## src/shared/imc_pkg.sv

```systemverilog
// constants shared by the programming-mode pin controller and its test port
`default_nettype none
package imc_pkg;
  // user pin count and boundary-scan chain layout (two cells per pin)
  localparam int N_PINS = 8;
  localparam int BS_LEN = 2 * N_PINS;
  localparam int BS_DATA_OFS = 0;
  localparam int BS_OE_OFS = 1;

  // instruction register; opcode values are arbitrary
  localparam int IR_W = 10;
  localparam logic [IR_W-1:0] IR_CAPTURE = 10'h001;
  localparam logic [IR_W-1:0] IR_SAMPLE = 10'h005;
  localparam logic [IR_W-1:0] IR_EXTEST = 10'h00f;
  localparam logic [IR_W-1:0] IR_PROG_NORM = 10'h0a0;
  localparam logic [IR_W-1:0] IR_PROG_BG = 10'h0a1;
  localparam logic [IR_W-1:0] IR_PROG_CLAMP = 10'h0a2;
  localparam logic [IR_W-1:0] IR_BYPASS = 10'h3ff;

  // timing: system clock rate and power-up configuration delay
  localparam int CLK_MHZ = 50;
  localparam int T_CONFIG_US = 300;
  localparam int T_CONFIG_CYC = T_CONFIG_US * CLK_MHZ;
  localparam int WAIT_W = 20;
  localparam logic [2:0] RESET_CYC = 3'h4;

  // instructions that place the boundary-scan chain between tdi and tdo
  function automatic logic on_chain(input logic [IR_W-1:0] code);
    return (code == IR_SAMPLE) || (code == IR_EXTEST) ||
           (code == IR_PROG_CLAMP);
  endfunction
endpackage
`default_nettype wire

```

## src/rtl/imc_tap_ctrl.sv

```systemverilog
// test port controller: pin sampling, state machine, instruction register
`default_nettype none
module imc_tap_ctrl (
  input wire logic sys_clk,
  input wire logic rst,
  input wire logic tck,
  input wire logic tms,
  input wire logic tdi,
  input wire logic dr_sout,
  output logic tdo_out,
  output logic tdo_oe_n,
  output logic [imc_pkg::IR_W-1:0] ir,
  output logic ir_load,
  output logic cap_dr,
  output logic sh_dr,
  output logic upd_dr,
  output logic tdi_bit
);
  typedef enum logic [3:0] {
    T_RESET, T_IDLE, T_SEL_DR, T_CAP_DR, T_SH_DR, T_EX1_DR, T_PA_DR,
    T_EX2_DR, T_UPD_DR, T_SEL_IR, T_CAP_IR, T_SH_IR, T_EX1_IR, T_PA_IR,
    T_EX2_IR, T_UPD_IR
  } imc_tap_e;

  imc_tap_e state;
  imc_tap_e next_state;
  logic tck_s1, tck_s2, tck_s3;
  logic tms_s1, tms_s2;
  logic tdi_s1, tdi_s2;
  logic tck_rise, tck_fall;
  logic [imc_pkg::IR_W-1:0] ir_sh;
  logic bypass_bit;

  //////////////////////////////////////////////////////////////////////////
  // two-flop synchronisers; the third tck flop only serves edge finding
  always_ff @(posedge sys_clk) begin
    if (rst) begin
      {tck_s1, tck_s2, tck_s3} <= 3'h0;
      {tms_s1, tms_s2, tdi_s1, tdi_s2} <= 4'hf;
    end else begin
      {tck_s3, tck_s2, tck_s1} <= {tck_s2, tck_s1, tck};
      {tms_s2, tms_s1} <= {tms_s1, tms};
      {tdi_s2, tdi_s1} <= {tdi_s1, tdi};
    end
  end

  assign tck_rise = tck_s2 && !tck_s3;
  assign tck_fall = !tck_s2 && tck_s3;
  // strobes act on the rising test-clock edge
  assign cap_dr = tck_rise && (state == T_CAP_DR);
  assign sh_dr = tck_rise && (state == T_SH_DR);
  assign upd_dr = tck_rise && (state == T_UPD_DR);
  assign tdi_bit = tdi_s2;

  // standard sixteen-state walk steered by mode-select
  always_comb begin
    case (state)
      T_RESET: next_state = tms_s2 ? T_RESET : T_IDLE;
      T_IDLE: next_state = tms_s2 ? T_SEL_DR : T_IDLE;
      T_SEL_DR: next_state = tms_s2 ? T_SEL_IR : T_CAP_DR;
      T_CAP_DR: next_state = tms_s2 ? T_EX1_DR : T_SH_DR;
      T_SH_DR: next_state = tms_s2 ? T_EX1_DR : T_SH_DR;
      T_EX1_DR: next_state = tms_s2 ? T_UPD_DR : T_PA_DR;
      T_PA_DR: next_state = tms_s2 ? T_EX2_DR : T_PA_DR;
      T_EX2_DR: next_state = tms_s2 ? T_UPD_DR : T_SH_DR;
      T_UPD_DR: next_state = tms_s2 ? T_SEL_DR : T_IDLE;
      T_SEL_IR: next_state = tms_s2 ? T_RESET : T_CAP_IR;
      T_CAP_IR: next_state = tms_s2 ? T_EX1_IR : T_SH_IR;
      T_SH_IR: next_state = tms_s2 ? T_EX1_IR : T_SH_IR;
      T_EX1_IR: next_state = tms_s2 ? T_UPD_IR : T_PA_IR;
      T_PA_IR: next_state = tms_s2 ? T_EX2_IR : T_PA_IR;
      T_EX2_IR: next_state = tms_s2 ? T_UPD_IR : T_SH_IR;
      T_UPD_IR: next_state = tms_s2 ? T_SEL_DR : T_IDLE;
      default: next_state = T_RESET;
    endcase
  end

  // state and mode-select are sampled on the rising edge only
  always_ff @(posedge sys_clk) begin
    if (rst) begin
      state <= T_RESET;
    end else if (tck_rise) begin
      state <= next_state;
    end
  end

  // instruction register; ir_load marks the cycle the new code appears
  always_ff @(posedge sys_clk) begin
    if (rst) begin
      ir_sh <= imc_pkg::IR_BYPASS;
      ir <= imc_pkg::IR_BYPASS;
      ir_load <= 1'b0;
      bypass_bit <= 1'b0;
    end else begin
      ir_load <= tck_rise && (state == T_UPD_IR);
      if (tck_rise) begin
        case (state)
          T_RESET: ir <= imc_pkg::IR_BYPASS;
          T_CAP_IR: ir_sh <= imc_pkg::IR_CAPTURE;
          T_SH_IR: ir_sh <= {tdi_s2, ir_sh[imc_pkg::IR_W-1:1]};
          T_UPD_IR: ir <= ir_sh;
          T_CAP_DR: bypass_bit <= 1'b0;
          T_SH_DR: bypass_bit <= tdi_s2;
          default: ir <= ir;
        endcase
      end
    end
  end

  // serial output moves on the falling edge, half a clock behind
  always_ff @(posedge sys_clk) begin
    if (rst) begin
      tdo_out <= 1'b0;
      tdo_oe_n <= 1'b1;
    end else if (tck_fall) begin
      tdo_oe_n <= !((state == T_SH_IR) || (state == T_SH_DR));
      if (state == T_SH_IR) begin
        tdo_out <= ir_sh[0];
      end else if (imc_pkg::on_chain(ir)) begin
        tdo_out <= dr_sout;
      end else begin
        tdo_out <= bypass_bit;
      end
    end
  end

  property p_tdo_on_fall;
    @(posedge sys_clk) disable iff (rst)
      (!$stable(tdo_out) || !$stable(tdo_oe_n)) |-> $past(tck_fall);
  endproperty
  a_tdo_on_fall: assert property (p_tdo_on_fall)
    else $error("serial output moved outside a falling test-clock edge");

  property p_state_on_rise;
    @(posedge sys_clk) disable iff (rst)
      !tck_rise |=> $stable(state);
  endproperty
  a_state_on_rise: assert property (p_state_on_rise)
    else $error("port state moved without a rising test-clock edge");
endmodule // imc_tap_ctrl
`default_nettype wire

```

## src/rtl/imc_isp_mode_io_control.sv

```systemverilog
// pin and sequencing control for the three configuration programming modes
// Summary of operation
// - normal mode: copy config_flash into configuration memory after flashing.
// - normal mode: pins stay high impedance through flashing and the copy.
// - normal mode: after the copy, reset then run the new image.
// - normal mode: every pin tri-stated with weak pull-up to io_bank_supply.
// - background mode: user flash, logic and pins keep running.
// - background mode: no copy after flashing; old design keeps running.
// - background mode: new image takes effect only after a power cycle.
// - every power-up copies flash then enters user mode after config delay.
// - clamp mode: weak pull-ups off for the whole operation.
// - after extest, pins follow loaded scan values while clamp programming.
// - after clamp programming succeeds, pins are released to new design.
// - test port samples on rising tck, moves tdo on falling tck.
`default_nettype none
module imc_isp_mode_io_control #(
  parameter int T_CONFIG_CYC = imc_pkg::T_CONFIG_CYC
) (
  input wire logic sys_clk,
  input wire logic rst,
  input wire logic tck,
  input wire logic tms,
  input wire logic tdi,
  output logic tdo_out,
  output logic tdo_oe_n,
  input wire logic [imc_pkg::N_PINS-1:0] pin_in,
  output logic [imc_pkg::N_PINS-1:0] pin_out,
  output logic [imc_pkg::N_PINS-1:0] pin_oe_n,
  output logic [imc_pkg::N_PINS-1:0] pin_pullup_en,
  input wire logic [imc_pkg::N_PINS-1:0] user_out,
  input wire logic [imc_pkg::N_PINS-1:0] user_oe,
  output logic [imc_pkg::N_PINS-1:0] user_in,
  output logic user_run,
  output logic user_reset,
  output logic user_flash_block_en,
  output logic flash_prog_start,
  input wire logic flash_prog_done,
  input wire logic flash_prog_ok,
  output logic cfg_copy_start,
  input wire logic cfg_copy_done,
  output logic cfg_pending
);
  localparam int NP = imc_pkg::N_PINS;
  localparam int BL = imc_pkg::BS_LEN;

  typedef enum logic [3:0] {
    S_PWR_START, S_PWR_COPY, S_PWR_WAIT, S_USER, S_PROG_NORM, S_PROG_BG,
    S_PROG_CLAMP, S_COPY_NEW, S_RESET, S_BG_WAIT
  } imc_state_e;

  imc_state_e state;
  imc_state_e next_state;
  logic [imc_pkg::IR_W-1:0] ir;
  logic [imc_pkg::IR_W-1:0] prev_ir;
  logic ir_load, cap_dr, sh_dr, upd_dr, tdi_bit;
  logic [NP-1:0] pin_s1, pin_s2;
  logic [BL-1:0] bs_sh;
  logic [BL-1:0] bs_upd;
  logic [BL-1:0] bs_cap;
  logic [NP-1:0] upd_data, upd_oe;
  logic [imc_pkg::WAIT_W-1:0] wait_cnt;
  logic [2:0] rst_cnt;
  logic clamp_op;
  logic clamp_act;
  logic run_next;
  logic entering;

  //////////////////////////////////////////////////////////////////////////
  // test port
  imc_tap_ctrl u_tap (
    .sys_clk(sys_clk),
    .rst(rst),
    .tck(tck),
    .tms(tms),
    .tdi(tdi),
    .dr_sout(bs_sh[0]),
    .tdo_out(tdo_out),
    .tdo_oe_n(tdo_oe_n),
    .ir(ir),
    .ir_load(ir_load),
    .cap_dr(cap_dr),
    .sh_dr(sh_dr),
    .upd_dr(upd_dr),
    .tdi_bit(tdi_bit)
  );

  //////////////////////////////////////////////////////////////////////////
  // pad inputs come from another domain, so two flops before any use
  always_ff @(posedge sys_clk) begin
    if (rst) begin
      pin_s1 <= '0;
      pin_s2 <= '0;
    end else begin
      pin_s1 <= pin_in;
      pin_s2 <= pin_s1;
    end
  end

  // user logic sees the pads only while it is running
  always_ff @(posedge sys_clk) begin
    if (rst) begin
      user_in <= '0;
    end else begin
      user_in <= user_run ? pin_s2 : '0;
    end
  end

  //////////////////////////////////////////////////////////////////////////
  // boundary-scan cells: a data and an enable cell per pin
  generate
    for (genvar i = 0; i < NP; i++) begin : g_cell
      // capture takes the present pad level; hold-sampled pins rely on it
      assign bs_cap[2*i+imc_pkg::BS_DATA_OFS] = pin_s2[i];
      assign bs_cap[2*i+imc_pkg::BS_OE_OFS] = !pin_oe_n[i];
      assign upd_data[i] = bs_upd[2*i+imc_pkg::BS_DATA_OFS];
      assign upd_oe[i] = bs_upd[2*i+imc_pkg::BS_OE_OFS];
    end
  endgenerate

  // shift register runs lsb first toward the serial output
  always_ff @(posedge sys_clk) begin
    if (rst) begin
      bs_sh <= '0;
    end else if (imc_pkg::on_chain(ir)) begin
      if (cap_dr) begin
        bs_sh <= bs_cap;
      end else if (sh_dr) begin
        bs_sh <= {tdi_bit, bs_sh[BL-1:1]};
      end
    end
  end

  // update cells load only under preload or extest; reset value is all
  // zero, which leaves every pin tri-stated if clamped unloaded
  always_ff @(posedge sys_clk) begin
    if (rst) begin
      bs_upd <= '0;
    end else if (upd_dr && ((ir == imc_pkg::IR_SAMPLE) ||
                            (ir == imc_pkg::IR_EXTEST))) begin
      bs_upd <= bs_sh;
    end
  end

  // last instruction before the current one: clamp needs extest first
  always_ff @(posedge sys_clk) begin
    if (rst) begin
      prev_ir <= imc_pkg::IR_BYPASS;
    end else if (ir_load) begin
      prev_ir <= ir;
    end
  end

  //////////////////////////////////////////////////////////////////////////
  // sequencer
  always_comb begin
    next_state = state;
    case (state)
      S_PWR_START: next_state = S_PWR_COPY;
      S_PWR_COPY: if (cfg_copy_done) next_state = S_PWR_WAIT;
      S_PWR_WAIT: if (wait_cnt == '0) next_state = S_USER;
      S_USER: begin
        if (ir_load && (ir == imc_pkg::IR_PROG_NORM)) begin
          next_state = S_PROG_NORM;
        end else if (ir_load && (ir == imc_pkg::IR_PROG_BG)) begin
          next_state = S_PROG_BG;
        end else if (ir_load && (ir == imc_pkg::IR_PROG_CLAMP) &&
                     (prev_ir == imc_pkg::IR_EXTEST)) begin
          next_state = S_PROG_CLAMP;
        end
      end
      // copy begins only after the flash reports success
      S_PROG_NORM: begin
        if (flash_prog_done) begin
          next_state = flash_prog_ok ? S_COPY_NEW : S_USER;
        end
      end
      // background success parks with the old design, no copy
      S_PROG_BG: begin
        if (flash_prog_done) begin
          next_state = flash_prog_ok ? S_BG_WAIT : S_USER;
        end
      end
      S_PROG_CLAMP: begin
        if (flash_prog_done) begin
          next_state = flash_prog_ok ? S_COPY_NEW : S_USER;
        end
      end
      S_COPY_NEW: if (cfg_copy_done) next_state = S_RESET;
      S_RESET: if (rst_cnt == '0) next_state = S_USER;
      // only a power cycle (rst) leaves this state
      S_BG_WAIT: next_state = S_BG_WAIT;
      default: next_state = S_PWR_START;
    endcase
  end

  always_ff @(posedge sys_clk) begin
    if (rst) begin
      state <= S_PWR_START;
    end else begin
      state <= next_state;
    end
  end

  // config delay runs from power-up through the copy
  always_ff @(posedge sys_clk) begin
    if (rst) begin
      wait_cnt <= imc_pkg::WAIT_W'(T_CONFIG_CYC - 1);
    end else if (wait_cnt != '0) begin
      wait_cnt <= wait_cnt - 1'b1;
    end
  end

  // internal reset length after loading a new image
  always_ff @(posedge sys_clk) begin
    if (rst) begin
      rst_cnt <= '0;
    end else if (state != S_RESET) begin
      rst_cnt <= imc_pkg::RESET_CYC - 3'h1;
    end else if (rst_cnt != '0) begin
      rst_cnt <= rst_cnt - 3'h1;
    end
  end

  // clamping lasts from entry until user mode resumes, on success or failure
  always_ff @(posedge sys_clk) begin
    if (rst) begin
      clamp_op <= 1'b0;
    end else if (next_state == S_PROG_CLAMP) begin
      clamp_op <= 1'b1;
    end else if (next_state == S_USER) begin
      clamp_op <= 1'b0;
    end
  end

  // hold the clamp across the instruction change that starts programming;
  // without the look-ahead the pads drop to user values for one cycle
  assign clamp_act = clamp_op || (next_state == S_PROG_CLAMP) ||
                     ((state == S_USER) && (ir == imc_pkg::IR_EXTEST));
  assign run_next = (next_state == S_USER) || (next_state == S_PROG_BG) ||
                    (next_state == S_BG_WAIT);
  assign entering = (next_state != state);

  // mode outputs; logic and user flash stay live in background
  always_ff @(posedge sys_clk) begin
    if (rst) begin
      user_run <= 1'b0;
      user_flash_block_en <= 1'b0;
      user_reset <= 1'b1;
      cfg_pending <= 1'b0;
    end else begin
      user_run <= run_next;
      user_flash_block_en <= run_next;
      user_reset <= !run_next;
      cfg_pending <= (next_state == S_BG_WAIT);
    end
  end

  // one-cycle starts for the flash engine and the configuration copy
  always_ff @(posedge sys_clk) begin
    if (rst) begin
      flash_prog_start <= 1'b0;
      cfg_copy_start <= 1'b0;
    end else begin
      flash_prog_start <= entering && ((next_state == S_PROG_NORM) ||
                          (next_state == S_PROG_BG) ||
                          (next_state == S_PROG_CLAMP));
      cfg_copy_start <= entering && ((next_state == S_PWR_COPY) ||
                        (next_state == S_COPY_NEW));
    end
  end

  // pad drivers: clamp values win, then user logic, else tri-state with
  // pull-up; pull-ups stay off under clamp even for tri-stated pins
  always_ff @(posedge sys_clk) begin
    if (rst) begin
      pin_out <= '0;
      pin_oe_n <= '1;
      pin_pullup_en <= '1;
    end else if (clamp_act) begin
      pin_out <= upd_data;
      pin_oe_n <= ~upd_oe;
      pin_pullup_en <= '0;
    end else if (user_run) begin
      pin_out <= user_out;
      pin_oe_n <= ~user_oe;
      pin_pullup_en <= '0;
    end else begin
      pin_out <= '0;
      pin_oe_n <= '1;
      pin_pullup_en <= '1;
    end
  end

  //////////////////////////////////////////////////////////////////////////
  // checks
  property p_copy_after_flash;
    @(posedge sys_clk) disable iff (rst)
      (state == S_PROG_NORM) && (next_state == S_COPY_NEW) |->
        flash_prog_done && flash_prog_ok ##1 cfg_copy_start;
  endproperty
  a_copy_after_flash: assert property (p_copy_after_flash)
    else $error("copy not started right after flash success");

  property p_norm_hiz;
    @(posedge sys_clk) disable iff (rst)
      (state == S_PROG_NORM || state == S_COPY_NEW) && !clamp_op ##1
        (state == S_PROG_NORM || state == S_COPY_NEW) |->
        (&pin_oe_n) && (&pin_pullup_en);
  endproperty
  a_norm_hiz: assert property (p_norm_hiz)
    else $error("pins driven or pull-up off during normal programming");

  property p_reset_then_run;
    @(posedge sys_clk) disable iff (rst)
      (state == S_COPY_NEW) && cfg_copy_done && !clamp_op |=>
        user_reset ##4 (state == S_USER) ##1 user_run && !user_reset;
  endproperty
  a_reset_then_run: assert property (p_reset_then_run)
    else $error("no reset then user run after copy");

  property p_bg_live;
    @(posedge sys_clk) disable iff (rst)
      (state == S_PROG_BG) |-> user_run && user_flash_block_en &&
        (pin_oe_n == ~$past(user_oe) || clamp_act || $past(clamp_act));
  endproperty
  a_bg_live: assert property (p_bg_live)
    else $error("user side stopped during background programming");

  property p_bg_no_copy;
    @(posedge sys_clk) disable iff (rst)
      (state == S_PROG_BG) && flash_prog_done && flash_prog_ok |=>
        (state == S_BG_WAIT) ##1 !cfg_copy_start && user_run && cfg_pending;
  endproperty
  a_bg_no_copy: assert property (p_bg_no_copy)
    else $error("background success did not park on old design");

  property p_bg_hold;
    @(posedge sys_clk) disable iff (rst)
      (state == S_BG_WAIT) |=> (state == S_BG_WAIT) && !cfg_copy_start;
  endproperty
  a_bg_hold: assert property (p_bg_hold)
    else $error("background wait left without a power cycle");

  property p_config_delay;
    @(posedge sys_clk) disable iff (rst)
      $rose(user_run) && $past(state == S_PWR_WAIT) |->
        $past(wait_cnt == '0);
  endproperty
  a_config_delay: assert property (p_config_delay)
    else $error("user mode entered before config delay");

  property p_clamp_pins;
    @(posedge sys_clk) disable iff (rst)
      clamp_act |=> (pin_oe_n == ~$past(upd_oe)) && (pin_pullup_en == '0)
        && (pin_out == $past(upd_data));
  endproperty
  a_clamp_pins: assert property (p_clamp_pins)
    else $error("clamped pins not driven from scan cells");

  property p_clamp_release;
    @(posedge sys_clk) disable iff (rst)
      (state == S_PROG_CLAMP) && flash_prog_done && flash_prog_ok |=>
        (state == S_COPY_NEW) && clamp_op ##[1:1000] !clamp_op && user_run;
  endproperty
  a_clamp_release: assert property (p_clamp_release)
    else $error("clamped pins not released after success");
endmodule // imc_isp_mode_io_control
`default_nettype wire

```

## config.mk

```make
export PLATFORM = sky130hd
export DESIGN_NAME = imc_isp_mode_io_control
export DESIGN_NICKNAME = d
export VERILOG_FILES = /design/src/shared/imc_pkg.sv /design/src/rtl/imc_tap_ctrl.sv /design/src/rtl/imc_isp_mode_io_control.sv
export SDC_FILE = /design/constraint.sdc
export NUM_CORES = 1
export LEC_CHECK = 0
export ABC_AREA = 1
export BUFFER_PORTS_ARGS = -buffer_cell sky130_fd_sc_hd__buf_2
export CAP_MARGIN = 20
export CORE_UTILIZATION = 60
export CTS_CLUSTER_SIZE = 12
export DETAILED_ROUTE_END_ITERATION = 8
export GPL_ROUTABILITY_DRIVEN = 0
export HOLD_SLACK_MARGIN = 0.08
export PLACE_DENSITY = 0.87
export SLEW_MARGIN = 20
export SYNTH_ARGS = -nofsm -noshare
export SYNTH_HDL_FRONTEND = slang
export SYNTH_HIERARCHICAL = 1
export SYNTH_SLANG_ARGS = --single-unit
```

## constraint.sdc

```tcl
create_clock -name sys_clk -period 3.4 [get_ports sys_clk]
set_input_delay 0.68 -clock sys_clk [delete_from_list [all_inputs] [get_ports sys_clk]]
set_output_delay 0.68 -clock sys_clk [all_outputs]
set_load 0.01 [all_outputs]
```

==> results.txt <==
outcome = finished, final reports clean
Least-Margin Pin Slew = 0.635 ns
Fill cells = 847
# DRC = 0
drt wl/cell = 12.7 µm
hold_buf cts = 0
Layout Cells excl Fill = 1,145
Switching Share = 0.236
Sequential Power Share = 0.486
vias per cell = 5.27
Max VDD drop = 0.270 mV
clock skew = 0.00689 ns
ant diodes = 0
cell internal pwr = 2.87 mW
Core Region = 0.0108 mm²
Syn Area/Cell = 7.12 µm²
post-synth net total = 969
Top Ports = 72
Final Hold Violating Endpoints = 0
share of cells above drive strength 1 = 0.150
Setup crit start = u_tap/ir_load
Critical Path AT = 2.62 ns
CP startpoint kind = flop
sequential area share after synthesis = 0.455
Die Wd = 107 µm
RSZ-0062 raised after global routing = no
die area = 0.0115 mm²
Setup crit end kind = flop
CTS tree = yes
DP Wirelength = 9820 µm
# Post-CTS Setup Buffers = 0
Iter 0 DRT Violations = 490
post-synthesis cell type count = 44
Pleak = 3.49 nW
clk_lat worst skew = 0.53 ns
clock sink count = 151
total track usage = 0.261
Worst Path Max Fanout = 21
HP Start = pin_in[4]
Layout Area Growth over Synthesis = 14.0%
largest net degree at the start of global routing = 44
Power, Total = 3.76 mW
row cnt = 38
Net Sw Power = 0.889 mW
Clk pin slew, worst setup/hold paths = 0.06 ns
pwr/cell area = 496 mW/mm²
Post-Syn Area = 0.00665 mm²
Setup-failing EPs final = 0
drt total wl = 14,600 µm
first-pass GRT wire length = 23,800 µm
ANT nets after route = 0
Initial Utilization = 0.616
placed cells = 1,113
CTS Buffer Depth = 2
R2R Path Start = u_tap/ir_load
Cells after Synth = 934
Yosys reg bits = 151
final critical-path share of the clock period = 0.649
gr ovfl total = 0
MaxCap Viol Count = 0
Root Buffer = clkbuf_8
Slew Limit Headroom = 0.574
drt pass-1 iters = 5
Final Max Slew Viols = 0
power share of the clock group = 0.453
PostCTS Resize Cnt = 0
CTS H-tree lvls = 4
DR vias = 6,036
Fmax = 453 MHz
Min-Delay Path Class = input pin to flop
port bufs = 71
Tmin final = 2.21 ns
initial antenna violation count = 0
fin nets = 1,027
total negative slack = 0 ns
CTS Buf Count = 17
Gate power share = 0.060
number of global-route vias before repair = 5,308
fin util = 0.702
Worst EP required = 3.82 ns
crit path kind = flop to flop
Syn. warnings = 6
DIE HEIGHT = 107 µm
cell families after synthesis:
family	count (synthesis)	synth area share
AOI/OAI and AO/OA	166	0.146
xor gates and xnor gates	8	0.0105
adders and majority gates	3	0.00565
buffers and inverters	184	0.112
DFF	151	0.455
and+or+nand+nor	422	0.271
flip-flops by register name, summed over array words and instances (netlist names), 10 cells and up:
signal and cells:
wait_cnt 20, bs_upd 16, u_tap/ir 10, bs_sh 16, u_tap/ir_sh 10, prev_ir 10
cells in the final DEF, fill, tap and decap left out, types with 3 or more instances in the layout:
master | synthesis | final
inv_1 | 129 | 129
clkinv_2 | 0 | 4
nor4_1 | 3 | 3
clkbuf_1 | 24 | 3
or2_2 | 4 | 4
dfxtp_1 | 151 | 151
a211oi_1 | 17 | 17
nor2_2 | 7 | 7
buf_4 | 8 | 6
nand2_2 | 4 | 4
clkinv_4 | 0 | 3
o21ai_0 | 56 | 56
nand2_1 | 197 | 197
nor3_1 | 11 | 11
nand4_1 | 11 | 11
o22ai_1 | 12 | 11
buf_2 | 4 | 71
clkbuf_16 | 0 | 16
o211ai_1 | 6 | 6
a21oi_1 | 48 | 48
o21ai_1 | 13 | 13
nor2_1 | 135 | 135
nand3_1 | 37 | 37
nor2_4 | 5 | 5
inv_2 | 14 | 14
xor2_1 | 7 | 7
ha_1 | 3 | 3
cells in the mapped netlist (all sizes together):
| master | count | area share |
|---|---|---|
| xor2 | 7 | 0.0092 |
| a221oi | 1 | 0.0013 |
| clkbuf | 24 | 0.014 |
| a211oi | 17 | 0.019 |
| o221ai | 2 | 0.0026 |
| inv | 144 | 0.082 |
| buf | 14 | 0.015 |
| o21bai | 2 | 0.0040 |
| nor4 | 3 | 0.0028 |
| a21oi | 51 | 0.041 |
| and3 | 1 | 0.00094 |
| xnor2 | 1 | 0.0013 |
| a22oi | 2 | 0.0023 |
| a221o | 1 | 0.0015 |
| o21ai | 69 | 0.052 |
| nand4 | 11 | 0.010 |
| dfxtp | 151 | 0.45 |
| nor3 | 11 | 0.0083 |
| nor3b | 1 | 0.0019 |
| or2 | 4 | 0.0038 |
| o2111ai | 1 | 0.0013 |
| nand2 | 201 | 0.12 |
| nand3 | 40 | 0.034 |
| o22ai | 12 | 0.011 |
| nor2 | 147 | 0.091 |
| a21boi | 2 | 0.0023 |
| ha | 3 | 0.0056 |
| clkinv | 2 | 0.0011 |
| o211ai | 6 | 0.0068 |
| or3b | 1 | 0.0013 |
| nand3b | 2 | 0.0023 |
critical path, stage by stage (launching register included):
cell and delay, ns:
dfxtp_1 0.64, nand2_1 0.10, nor2_1 0.11, nand2_1 0.07, nor2_1 0.09, nand2_1 0.08
nand2_1 0.06, nand2_1 0.08, nand2_2 0.10, nand3_4 0.07, o21bai_4 0.45, nand2_1 0.10
nand2_1 0.09, nor2_1 0.05
area by class of cell:
class | count | area, µm² | area share
flip-flops and latches | 151 | 3020 | 0.399
multi-input cells | 599 | 2890 | 0.381
inverters | 146 | 551 | 0.0726
clock buffers | 21 | 439 | 0.0579
repair buffers | 77 | 400 | 0.0528
well taps | 140 | 175 | 0.0231
clock inverters | 11 | 100 | 0.0132
routing by layer:
| layer | wire [µm] | vias up | part of all wire | GRT usage |
|---|---|---|---|---|
| met1 | 6540 | 2685 | 0.45 | 0.333 |
| met3 | 944 | 29 | 0.065 | 0.0587 |
| li1 | - | 3092 | - | - |
| met2 | 6770 | 230 | 0.46 | 0.430 |
| met4 | 339 | 0 | 0.023 | 0.0998 |
| met5 | 0 | - | 0 | 0 |
path summary, 6_finish.rpt:
check             cells after the start         end  slack, ns
setup reg to reg                     13  pin_out[3]       1.19
hold reg to reg                       2   pin_s2[0]       0.40
hold / removal                        3   pin_s1[4]       0.35
setup / recovery                     13  pin_out[3]       1.19
power groups by stage:
| stage | registers, mW | clock network (mW) | logic [mW] |
|---|---|---|---|
| 2_1_floorplan | 1.86 | 0 | 0.162 |
| 3_3_place_gp | 1.87 | 0 | 0.221 |
| 3_5_place_dp | 1.87 | 0 | 0.223 |
| 4_1_cts | 1.83 | 1.72 | 0.226 |
| 5_1_grt | 1.83 | 1.80 | 0.256 |
| 6_report | 1.83 | 1.71 | 0.227 |
through the flow:
step,hold slack (ns),worst slack [ns],cell area [µm²]
3_5_place_dp,0.392,1.12,7040
3_3_place_gp,0.390,1.22,7040
6_report,0.354,1.19,7580
4_1_cts,0.335,1.19,7580
5_1_grt,0.350,0.913,7580
2_1_floorplan,0.388,1.64,6650
No activity file was read; power rests on OpenSTA's default activity.
